[src/csd_pkg.sv]
package csd_pkg;
  // Register offsets on the serial register port
  localparam logic [5:0] CSD_OFS_GAIN_RED  = 6'h2d;
  localparam logic [5:0] CSD_OFS_CAPS_CTRL = 6'h2e;
  localparam logic [5:0] CSD_OFS_CAPS_RES  = 6'h2f;
  localparam logic [5:0] CSD_OFS_AUX_STAT  = 6'h30;

  // Reset values
  localparam logic [7:0] CSD_RST_GAIN_RED  = 8'h00;
  localparam logic [7:0] CSD_RST_CAPS_CTRL = 8'h00;
  localparam logic [7:0] CSD_RST_CAPS_RES  = 8'h00;
  localparam logic [7:0] CSD_RST_AUX_STAT  = 8'h00;

  // Field positions
  localparam int CSD_AM_MSB   = 7;
  localparam int CSD_AM_LSB   = 4;
  localparam int CSD_PM_MSB   = 3;
  localparam int CSD_PM_LSB   = 0;
  localparam int CSD_CAL_MSB  = 7;
  localparam int CSD_CAL_LSB  = 3;
  localparam int CSD_GAIN_MSB = 2;
  localparam int CSD_GAIN_LSB = 0;
  localparam int CSD_CAL_END  = 2;
  localparam int CSD_CAL_ERR  = 1;
  localparam int CSD_AUX_CHAN = 7;
  localparam int CSD_AUX_EFD  = 6;

  // Synchroniser depth for status arriving from other domains
  localparam int CSD_SYNC_STAGES = 2;

  // Capacitive sensor gain codes
  typedef enum logic [2:0] {
    CSD_GAIN_2P8  = 3'h0,
    CSD_GAIN_6P5  = 3'h1,
    CSD_GAIN_1P1  = 3'h2,
    CSD_GAIN_0P5  = 3'h4,
    CSD_GAIN_0P35 = 3'h6
  } csd_gain_t;

  // Calibration trim value of all zeros selects automatic calibration
  localparam logic [4:0] CSD_CAL_AUTO = 5'h00;
endpackage : csd_pkg

[src/csd_stat_if.sv]
`timescale 1ns/1ps
`default_nettype none
interface csd_stat_if;
  logic [7:0] aux_sync;

  modport src (output aux_sync);
  modport dst (input  aux_sync);
endinterface : csd_stat_if
`default_nettype wire

[src/csd_status_sync.sv]
`timescale 1ns/1ps
`default_nettype none
module csd_status_sync #(
  parameter int WIDTH = 8
) (
  // Clock and reset
  input  wire logic             clk,
  input  wire logic             rst,
  // Raw status from other domains
  input  wire logic [WIDTH-1:0] raw,
  // Synchronised status
  csd_stat_if.src               stat
);
  logic [WIDTH-1:0] stage1;
  logic [WIDTH-1:0] stage2;

  // Two flops per bit; first stage feeds only the second
  always_ff @(posedge clk or posedge rst) begin
    if (rst) begin
      stage1 <= '0;
      stage2 <= '0;
    end else begin
      stage1 <= raw;
      stage2 <= stage1;
    end
  end

  assign stat.aux_sync = stage2;
endmodule : csd_status_sync
`default_nettype wire

[src/csd_regs.sv]
`timescale 1ns/1ps
`default_nettype none
module csd_regs
  import csd_pkg::*;
(
  // Clock and reset
  input  wire logic       CLK,
  input  wire logic       SYS_RST,
  // Register port from the serial interface
  input  wire logic [5:0] REG_ADDR,
  input  wire logic       REG_WR,
  input  wire logic [7:0] REG_WDATA,
  input  wire logic       REG_RD,
  output var  logic [7:0] REG_RDATA,
  // Set-default command strobe
  input  wire logic       SET_DEFAULT,
  // Receive gain state, same clock
  input  wire logic [3:0] AM_GAIN_CUT_LEVEL,
  input  wire logic [3:0] PM_GAIN_CUT_LEVEL,
  // Capacitive sensor calibration result, same clock
  input  wire logic [4:0] CAL_VALUE,
  input  wire logic       CAL_DONE,
  input  wire logic       CAL_FAULT,
  // Status from other domains
  input  wire logic       CHANNEL_PM,
  input  wire logic       EXT_FIELD,
  input  wire logic       TX_ACTIVE,
  input  wire logic       OSC_STABLE,
  input  wire logic       RX_ENABLED,
  input  wire logic       RX_BUSY,
  input  wire logic       PEER_DETECT,
  input  wire logic       COLLISION_AVOID_ACTIVE,
  // Capacitive sensor configuration to the analog part
  output var  logic [4:0] CAPS_TRIM,
  output var  logic       CAPS_AUTO_CAL,
  output var  logic [2:0] CAPS_GAIN,
  output var  logic       CAPS_GAIN_BAD
);
  import csd_pkg::*;

  csd_stat_if stat ();

  logic [7:0] gain_red;
  logic [7:0] caps_ctrl;
  logic [7:0] caps_res;
  logic [7:0] aux_stat;
  logic [7:0] aux_raw;
  logic [7:0] next_gain_red;
  logic [7:0] next_caps_ctrl;
  logic [7:0] next_caps_res;
  logic [7:0] next_rdata;
  logic       wr_ctrl;
  logic       next_auto;
  logic       next_bad;

  // Gain code check
  function automatic logic gain_unused(input logic [2:0] code);
    case (code)
      CSD_GAIN_2P8, CSD_GAIN_6P5, CSD_GAIN_1P1,
      CSD_GAIN_0P5, CSD_GAIN_0P35: gain_unused = 1'b0;
      default:                     gain_unused = 1'b1;
    endcase
  endfunction : gain_unused

  // Auxiliary status pins in register bit order
  assign aux_raw = {CHANNEL_PM,
                    EXT_FIELD,
                    TX_ACTIVE,
                    OSC_STABLE,
                    RX_ENABLED,
                    RX_BUSY,
                    PEER_DETECT,
                    COLLISION_AVOID_ACTIVE};

  csd_status_sync #(
    .WIDTH (8)
  ) u_sync (
    .clk  (CLK),
    .rst  (SYS_RST),
    .raw  (aux_raw),
    .stat (stat)
  );

  // Register decode; only the control register accepts writes
  assign wr_ctrl        = REG_WR && (REG_ADDR == CSD_OFS_CAPS_CTRL);
  assign next_caps_ctrl = wr_ctrl ? REG_WDATA : caps_ctrl;
  assign next_gain_red  = {AM_GAIN_CUT_LEVEL, PM_GAIN_CUT_LEVEL};
  assign next_caps_res  = {CAL_VALUE, CAL_DONE, CAL_FAULT, 1'b0};
  assign next_auto      = next_caps_ctrl[CSD_CAL_MSB:CSD_CAL_LSB]
                          == CSD_CAL_AUTO;
  assign next_bad       =
    gain_unused(next_caps_ctrl[CSD_GAIN_MSB:CSD_GAIN_LSB]);

  // Read multiplexer, unmapped offsets read zero
  assign next_rdata =
    (REG_ADDR == CSD_OFS_GAIN_RED)  ? gain_red  :
    (REG_ADDR == CSD_OFS_CAPS_CTRL) ? caps_ctrl :
    (REG_ADDR == CSD_OFS_CAPS_RES)  ? caps_res  :
    (REG_ADDR == CSD_OFS_AUX_STAT)  ? aux_stat  : 8'h00;

  // Register bank, cleared by power-up and set-default
  always_ff @(posedge CLK or posedge SYS_RST) begin
    if (SYS_RST) begin
      gain_red  <= CSD_RST_GAIN_RED;
      caps_ctrl <= CSD_RST_CAPS_CTRL;
      caps_res  <= CSD_RST_CAPS_RES;
      aux_stat  <= CSD_RST_AUX_STAT;
    end else if (SET_DEFAULT) begin
      gain_red  <= CSD_RST_GAIN_RED;
      caps_ctrl <= CSD_RST_CAPS_CTRL;
      caps_res  <= CSD_RST_CAPS_RES;
      aux_stat  <= CSD_RST_AUX_STAT;
    end else begin
      gain_red  <= next_gain_red;
      caps_ctrl <= next_caps_ctrl;
      caps_res  <= next_caps_res;
      aux_stat  <= stat.aux_sync;
    end
  end

  // Decoded sensor configuration, held in flops
  always_ff @(posedge CLK or posedge SYS_RST) begin
    if (SYS_RST) begin
      CAPS_TRIM     <= CSD_RST_CAPS_CTRL[CSD_CAL_MSB:CSD_CAL_LSB];
      CAPS_GAIN     <= CSD_RST_CAPS_CTRL[CSD_GAIN_MSB:CSD_GAIN_LSB];
      CAPS_AUTO_CAL <= 1'b1;
      CAPS_GAIN_BAD <= 1'b0;
    end else if (SET_DEFAULT) begin
      CAPS_TRIM     <= CSD_RST_CAPS_CTRL[CSD_CAL_MSB:CSD_CAL_LSB];
      CAPS_GAIN     <= CSD_RST_CAPS_CTRL[CSD_GAIN_MSB:CSD_GAIN_LSB];
      CAPS_AUTO_CAL <= 1'b1;
      CAPS_GAIN_BAD <= 1'b0;
    end else begin
      CAPS_TRIM     <= next_caps_ctrl[CSD_CAL_MSB:CSD_CAL_LSB];
      CAPS_GAIN     <= next_caps_ctrl[CSD_GAIN_MSB:CSD_GAIN_LSB];
      CAPS_AUTO_CAL <= next_auto;
      CAPS_GAIN_BAD <= next_bad;
    end
  end

  // Read data captured on a read strobe and held until the next one
  always_ff @(posedge CLK or posedge SYS_RST) begin
    if (SYS_RST) begin
      REG_RDATA <= 8'h00;
    end else if (REG_RD) begin
      REG_RDATA <= next_rdata;
    end
  end
endmodule : csd_regs
`default_nettype wire

[config.mk]
export PLATFORM = sky130hd
export DESIGN_NAME = csd_regs
export DESIGN_NICKNAME = d
export VERILOG_FILES = /design/src/csd_pkg.sv /design/src/csd_stat_if.sv /design/src/csd_status_sync.sv /design/src/csd_regs.sv
export SDC_FILE = /design/constraint.sdc
export NUM_CORES = 1
export LEC_CHECK = 0
export ABC_AREA = 1
export BUFFER_PORTS_ARGS = -buffer_cell sky130_fd_sc_hd__buf_2
export CORE_ASPECT_RATIO = 0.6
export CORE_UTILIZATION = 50
export DETAILED_ROUTE_END_ITERATION = 7
export PLACE_DENSITY = 0.76
export SLEW_MARGIN = 10
export SYNTH_ARGS = -nofsm -noshare
export SYNTH_HDL_FRONTEND = slang
export SYNTH_HIERARCHICAL = 1
export SYNTH_SLANG_ARGS = --single-unit
[constraint.sdc]
create_clock -name CLK -period 2.6 [get_ports CLK]
set_input_delay 0.52 -clock CLK [delete_from_list [all_inputs] [get_ports CLK]]
set_output_delay 0.52 -clock CLK [all_outputs]
set_load 0.03 [all_outputs]
==> flow_metrics.tcl, run 1 <==
set metrics [dict create \
    status "finished, final reports clean" \
    cts_buffer_depth 2 \
    vias 1720 \
    grt_max_degree 42 \
    cts_resized 0 \
    setup_tns_ps 0 \
    wire_per_inst_um 12.5 \
    syn_nets 270 \
    cts-buffers-inserted 9 \
    place.gp.congestion 0.868 \
    hold_viol_final 0 \
    hpwl_um 3140 \
    cts_tree "yes" \
    antenna_left 0 \
    grt_pass1_wl_um 7020 \
    cts.htree.levels 3 \
    worstPathArrival_ps 1010 \
    wl_met3_um 346 \
    clock-root-buffer "clkbuf_8" \
    hp-class "in2async" \
    diodes 0 \
    crit_buf_inv 1 \
    drv_cap 0 \
    synthToLayoutAreaGrowth_pct 24.3 \
    finalCriticalPeriod_ps 1530 \
    core_region_area_um2 4210 \
    postCtsSetupRepairBufs 0 \
    ctsHoldBuffers 0 \
    chipWidth_um 88.5 \
    slew_viol_final 0 \
    synth_cell_types 24 \
    drive_above_1_share_pct 29.1 \
    drc 0 \
    crit_family "flip-flops" \
    max_clock_freq_mhz 652 \
    grt.overflow.total 0 \
    worstSetupEndpointType "output port" \
    max_slew_margin_pct 62.5 \
    clk_latency_ps 320 \
    die_h_um 53.9 \
    firstDrtPassIters 4 \
    ir_drop_uv 514 \
    synth_top_area_share_pct 62.4 \
    cp_max_fo 1 \
    start_util_pct 53.3 \
    wl_met2_um 1950 \
    setup_violations 0 \
    synthArstFlopShare_pct 100 \
    synth_area_leader_cell "dfrtp_1" \
    synth_most_common_cell "dfrtp_1" \
    vias_per_cell 4.83 \
    yosysWarnings 6 \
    synth_seq_cells 57 \
    post-route-period-util_pct 59.0 \
    finalNetCount 334 \
    timing.critical_path.cells "buf_2" \
    syn_inst 228 \
    synth-edff-count 0 \
    cp_slowest_stage_delay_ps 510 \
    crit_type "reg2out" \
    worstMarginPinSlew_ps 562 \
    fin_skew_ps 4.17 \
    die_area_um2 4770 \
    row_count 18 \
    grt_setup_unrepaired "no" \
    ys_top_cells_by_count "dfrtp_1, nor2_1, inv_1, nand2_1, nand3_1" \
    pre_cts_ws_ps 910 \
    cp_slowest_cell "dfstp_2" \
    synthesis.area_um2 2250 \
    track_usage_pct 21.3 \
    drtIter0Drc 102 \
    fin_area_um2 2790 \
    nFillCells 347 \
    post_dp_cell_area_um2 2580 \
    syn_avg_cell_area_um2 9.85 \
    cp-start-kind "register" \
    wl_met1_um 2100 \
    crit_required_ps 2080 \
    clkTransAtPathRegs_ps 60 \
    cts_sinks 57 \
    wirelength_um 4450 \
    ys_seq_area_share_pct 63.6 \
    first_global_vias 1528 \
    yosys-top-cells-area "dfrtp_1, nor2_1, inv_1" \
    power.density_nw_per_um2 696 \
    ios 60 \
    leakagePower_nw 1.51 \
    setup_slack_ps 1070 \
    antenna_found_initial 0 \
    port_buffers 59 \
    synth_ff_type "dfrtp_1" \
    dr.max_layer_used "met4" \
]
## registers in the layout, summed over array words and instances (netlist names)
| register | cells |
|---|---|
| CAPS_GAIN_BAD | 1 |
| u_sync/stat.aux_sync | 8 |
| u_sync/stage1 | 8 |
| CAPS_GAIN | 2 |
| caps_res | 7 |
| gain_red | 8 |
| aux_stat | 8 |
| CAPS_TRIM | 5 |
| caps_ctrl | 1 |
| REG_RDATA | 8 |
| CAPS_AUTO_CAL | 1 |
## final cells by class
cell class / count / area [µm²] / share of cell area (%)
Tap cell: 60 / 75.1 / 2.69
Sequential cell: 57 / 1430 / 51.1
Multi-Input combinational cell: 125 / 629 / 22.5
Inverter: 39 / 148 / 5.29
Timing Repair Buffer: 60 / 303 / 10.8
Clock inverter: 3 / 65.1 / 2.33
Clock buffer: 12 / 145 / 5.20
## layout by cell type, fill, tap and decap left out, types with 4 or more instances in the layout
master / count
a21oi_1: 5
nand2_1: 29
buf_2: 59
nand3_1: 19
clkbuf_8: 10
nand4_1: 8
dfrtp_1: 56
nor2_1: 41
o21ai_1: 7
inv_1: 36
o211ai_1: 4
## per-stage QoR
stage | std cells | power, W | util (%) | hold slack, ps
detailed placement | 341 | 0.00108 | 61.3 | 336
global route | 356 | 0.00201 | 66.3 | 285
floorplan | 228 | 0.00103 | - | 331
finish | 356 | 0.00194 | 66.3 | 255
CTS | 356 | 0.00196 | 66.3 | 263
global placement | 341 | 0.00108 | 61.3 | 334
## kinds of logic after synthesis
group | synth area share [%]
AOI/OAI and AO/OA | 4.29
buffers and inverters | 8.41
DFF | 63.6
and+or+nand+nor | 23.7
## worst paths after layout
kind	startpoint	slack [ps]	depth (start not counted)	endpoint
max in group asynchronous	SYS_RST	1910	3	CAPS_AUTO_CAL
setup reg to reg	CAPS_TRIM[1]	1670	4	REG_RDATA[4]
hold / removal	SYS_RST	250	2	u_sync/stage1[3]
setup / recovery	CAPS_AUTO_CAL	1070	1	CAPS_AUTO_CAL
min in group CLK	RX_BUSY	300	1	u_sync/stage1[2]
hold reg to reg	u_sync/stage1[5]	350	0	u_sync/stat.aux_sync[5]
## layer usage
metal  global-route usage [%]  up-vias
met5                        0        -
met4                     8.33        0
met3                     8.90        8
met2                     31.0       74
met1                     28.7      803
li1                         -      835
## where the power goes
part | switching (W) | internal, W
clock network | 0.000316 | 0.000559
logic | 0.0000864 | 0.0000438
registers | 0.0000127 | 0.000925
total | 0.000415 | 0.00153
No activity file was read; power rests on OpenSTA's default activity.
==> run 2: changes to the inputs <==
CORE_UTILIZATION = 46   (was 50)
PLACE_DENSITY = 0.74   (was 0.76)
clock period = 1.38 ns   (was 2.6 ns; I/O delays follow)
==> run 2 against run 1 <==
The flow now finishes with violations (hold timing). Sequential cell count did not move. Critical path depth did not move. Combinational power rose by 95%. First-iteration DRC count rose by 7.8%. Core utilization fell by 5.3 points. Clock skew rose by 1.3 ps. Count of clock-buffer cells in the layout did not move. Non-clock buffer count rose by 3. Total power rose by 84%. Critical path type unchanged. Largest cell class unchanged. Highest routed layer unchanged.
==> flow_metrics.tcl, run 2 (synthesis results as in run 1) <==
set metrics [dict create \
    status "finished, violations left" \
    violations "hold timing" \
    vias_per_cell 4.56 \
    cp_max_fo 1 \
    die_area_um2 5180 \
    switchingPower_w 0.000819 \
    cts_resized 0 \
    post_dp_cell_area_um2 2620 \
    drive_above_1_share_pct 30.3 \
    hpwl_um 3120 \
    worstMarginPinSlew_ps 562 \
    power.internal_w 0.00276 \
    port_buffers 59 \
    grt_pass1_wl_um 7320 \
    nFillCells 411 \
    hold_viol_final 8 \
    ctsHoldBuffers 0 \
    finalNetCount 337 \
    leakagePower_nw 1.53 \
    crit_buf_inv 1 \
    pre_cts_ws_ps 51.7 \
    vias 1655 \
    cp-start-kind "register" \
    core_region_area_um2 4640 \
    power.density_nw_per_um2 1270 \
    finalCriticalPeriod_ps 1300 \
    cts-buffers-inserted 9 \
    drv_cap 0 \
    crit_family "flip-flops" \
    track_usage_pct 19.4 \
    chipWidth_um 92.2 \
    postCtsSetupRepairBufs 0 \
    first_global_vias 1564 \
    fin_skew_ps 5.46 \
    mostFrequentLayoutCells "buf_2, dfrtp_1, nor2_1" \
    antenna_left 0 \
    p_total_w 0.00358 \
    setup_violations 0 \
    setup_tns_ps 0 \
    hp-class "in2async" \
    max_slew_margin_pct 62.5 \
    r2r_end "REG_RDATA[7]" \
    timing.critical_path.cells "buf_2" \
    place.gp.congestion 0.809 \
    grt.overflow.total 0 \
    clock-root-buffer "clkbuf_8" \
    cp_slowest_stage_delay_ps 510 \
    max_clock_freq_mhz 770 \
    die_h_um 56.1 \
    antenna_found_initial 0 \
    drtIter0Drc 110 \
    cts.htree.levels 3 \
    worst_hold_slack_ps -1.31 \
    wire_per_inst_um 11.8 \
    cp_slowest_cell "dfstp_2" \
    worstSetupEndpointType "output port" \
    crit_required_ps 1100 \
    firstDrtPassIters 4 \
    ios 60 \
    reg2reg_depth 4 \
    start_util_pct 48.4 \
    ir_drop_uv 833 \
    crit_type "reg2out" \
    grt_setup_unrepaired "no" \
    cts_sinks 57 \
    power.share.combinational_pct 7.0 \
    synthToLayoutAreaGrowth_pct 25.9 \
    netSwitchingFraction_pct 22.9 \
    seq_power_share_pct 49.3 \
    fin_area_um2 2830 \
    final_common_cell "buf_2" \
    clk_latency_ps 330 \
    wirelength_um 4300 \
    post-route-period-util_pct 94.1 \
    row_count 19 \
    cts_tree "yes" \
    cts_buffer_depth 2 \
    slew_viol_final 0 \
    clkTransAtPathRegs_ps 60 \
    grt_max_degree 42 \
    worstPathArrival_ps 1020 \
    drc 0 \
    diodes 0 \
    p_clk_share_pct 43.7 \
    timing.rr.start "CAPS_TRIM[4]" \
    rrSetupSlack_ps 490 \
    setup_slack_ps 82.0 \
]
run 2: cell types whose count changed in the layout (fill, tap and decap cells not counted):
cell and change:
clkbuf_1 -1, buf_12 +1, clkinv_4 +1, clkinvlp_4 +1, clkbuf_8 +1, buf_4 +2
bufinv_16 -1
run 2: worst max path at each step:
stage / startpoint / to / slack [ps] / cells after the start
2_1_floorplan: SYS_RST / CAPS_GAIN[0] / 160 / 1
3_3_place_gp: REG_ADDR[2] / CAPS_AUTO_CAL / 80 / 9
3_5_place_dp: REG_ADDR[2] / CAPS_GAIN_BAD / 50 / 9
4_1_cts: CAPS_AUTO_CAL / CAPS_AUTO_CAL / 70 / 1
5_1_grt: CAPS_AUTO_CAL / CAPS_AUTO_CAL / 50 / 1
6_report: CAPS_AUTO_CAL / CAPS_AUTO_CAL / 80 / 1
run 2: layer usage:
metal / vias up / share of wire, % / global-route usage [%]
li1: 839 / - / -
met1: 748 / 49 / 27.9
met2: 66 / 42 / 26.3
met3: 2 / 8.6 / 7.79
met4: 0 / 0.44 / 6.92
met5: - / 0 / 0
run 2: layout make-up:
cell class,count,area (µm²),share of cell area [%]
Clock buffer,12,155,5.49
Timing Repair Buffer,63,338,11.9
Inverter,39,148,5.22
Tap cell,63,78.8,2.79
Clock inverter,4,51.3,1.81
Sequential cell,57,1430,50.5
Multi-Input combinational cell,125,629,22.3
run 2: through the flow:
stage | utilization [%] | hold WS [ps] | cells
after floorplan | - | 190 | 228
after global placement | 56.5 | 332 | 347
after global routing | 61.0 | 13.3 | 363
final | 61.0 | -1.31 | 363
after detailed placement | 56.5 | 335 | 347
after CTS | 61.0 | 4.15 | 363
run 2: power groups by stage:
stage	Combinational, W	Sequential [W]	Clock, W
after floorplan	0.000125	0.00181	0
after global placement	0.000252	0.00180	0
after detailed placement	0.000257	0.00180	0
after CTS	0.000257	0.00177	0.00160
after global routing	0.000287	0.00177	0.00169
final	0.000253	0.00177	0.00156
==> run 3: changes to the inputs <==
clock period = 1.1 ns   (was 1.38 ns; I/O delays follow)
==> run 3 against run 2 <==
The flow finishes with violations (setup timing). Die area unchanged. Via count increased by 6.7%. Count of clock-buffer cells in the layout decreased by 2. Final cell count increased by 7.7%. Total power increased by 27%. Global-route usage increased by 1.3 points. Highest routed layer unchanged. Critical endpoint unchanged. Worst setup slack got worse by 190 ps. Sequential power increased by 25%.
==> flow_metrics.tcl, run 3 (synthesis results as in run 1) <==
set metrics [dict create \
    status "finished, violations left" \
    violations "setup timing" \
    timing.critical_path.cells "buf_6" \
    post-route-util_pct 69.0 \
    leakagePower_nw 1.69 \
    power.density_nw_per_um2 1420 \
    clk_latency_ps 340 \
    cp_slowest_stage_delay_ps 530 \
    die_area_um2 5180 \
    grt_setup_unrepaired "yes" \
    setup_tns_ps -174 \
    critPathLaunch "CAPS_AUTO_CAL" \
    reg2reg_depth 5 \
    drv_cap 0 \
    seq_area_um2 1430 \
    first_global_vias 1680 \
    drive_above_1_share_pct 34.1 \
    finalNetCount 366 \
    crit_family "flip-flops" \
    hp-class "in2reg" \
    max_slew_margin_pct 62.1 \
    slew_viol_final 0 \
    wire_per_inst_um 11.9 \
    die_h_um 56.1 \
    cp_num_cells 1 \
    cp_max_fo 1 \
    cts_tree "yes" \
    fin_skew_ps 5.73 \
    final_common_cell "dfrtp_1" \
    setup_violations 6 \
    diodes 0 \
    worstMarginPinSlew_ps 568 \
    multi_input_area_um2 629 \
    max_clock_freq_mhz 829 \
    nFillCells 351 \
    dp.cells 354 \
    cts_buffer_depth 2 \
    grt_pass1_wl_um 7760 \
    endpoint "CAPS_AUTO_CAL" \
    chipWidth_um 92.2 \
    worstPathArrival_ps 990 \
    timing.rr.start "CAPS_TRIM[2]" \
    drtIter0Drc 122 \
    ios 60 \
    core_region_area_um2 4640 \
    antenna_found_initial 0 \
    cts_sinks 57 \
    wirelength_um 4640 \
    grt_max_degree 42 \
    crit_type "reg2out" \
    grt.overflow.total 0 \
    vias_per_cell 4.52 \
    mostFrequentLayoutCells "dfrtp_1, nor2_1, buf_2" \
    clock-root-buffer "clkbuf_8" \
    cp_slowest_cell "dfstp_2" \
    antenna_left 0 \
    vias 1766 \
    place.gp.congestion 0.808 \
    finalCriticalPeriod_ps 1210 \
    track_usage_pct 20.7 \
    hold_viol_final 0 \
    setup_slack_ps -106 \
    row_count 19 \
    p_total_w 0.00453 \
    cts.htree.levels 3 \
    rrSetupSlack_ps 80 \
    drc 0 \
    cp-start-kind "register" \
    firstDrtPassIters 4 \
    ir_drop_uv 1170 \
    pre_cts_ws_ps -138 \
    hpwl_um 3250 \
    synthToLayoutAreaGrowth_pct 42.3 \
    worstSetupEndpointType "output port" \
    port_buffers 59 \
    r2r_end "REG_RDATA[5]" \
    crit_required_ps 880 \
    crit_buf_inv 1 \
    start_util_pct 48.4 \
    fin_cells 391 \
    clkTransAtPathRegs_ps 70 \
    cts-buffers-inserted 9 \
    post-route-period-util_pct 110 \
]
## run 3: stage by stage
stage          hold slack (ps)  cell area [µm²]
4_1_cts                   57.8             3170
6_report                  77.3             3200
5_1_grt                   78.1             3200
3_5_place_dp               295             2700
3_3_place_gp               296             2700
2_1_floorplan              134             2250
## run 3: final cells by class
| type | instances | share of cell area, % |
|---|---|---|
| clock buffer | 10 | 4.31 |
| clock inverter | 5 | 1.76 |
| inverter | 39 | 4.74 |
| multi-input combinational | 125 | 19.7 |
| sequential | 57 | 44.7 |
| tap | 63 | 2.47 |
| timing repair buffer | 92 | 22.4 |
## run 3: timing repair
item | CTS | global route
hold buffers | 9 | 0
gates resized for setup | 36 | 0
setup buffers | 9 | 4
gates cloned | 0 | 0
hold endpoints to repair | 64 | 0
endpoints found under the setup margin | 18 | 18
## run 3: how the worst min path moves through the flow
stage / startpoint / end / slack, ps / depth (start not counted)
2_1_floorplan: SYS_RST / u_sync/stage1[0] / 130 / 1
3_3_place_gp: SYS_RST / caps_res[5] / 300 / 3
3_5_place_dp: SYS_RST / gain_red[3] / 290 / 3
4_1_cts: AM_GAIN_CUT_LEVEL[1] / gain_red[5] / 60 / 3
5_1_grt: PM_GAIN_CUT_LEVEL[1] / gain_red[1] / 80 / 3
6_report: PM_GAIN_CUT_LEVEL[2] / gain_red[2] / 80 / 3
## run 3: metal layers
metal | GRT usage, % | wire length [µm] | vias to the layer above
met5 | 0 | 0 | -
met4 | 4.69 | 38 | 0
met2 | 28.9 | 2020 | 68
met3 | 10.4 | 345 | 4
met1 | 28.8 | 2240 | 799
li1 | - | - | 895
## run 3: power by group
| group | switching [W] | internal, W |
|---|---|---|
| registers | 0.0000344 | 0.00218 |
| clock network | 0.000811 | 0.00109 |
| logic | 0.000221 | 0.000195 |
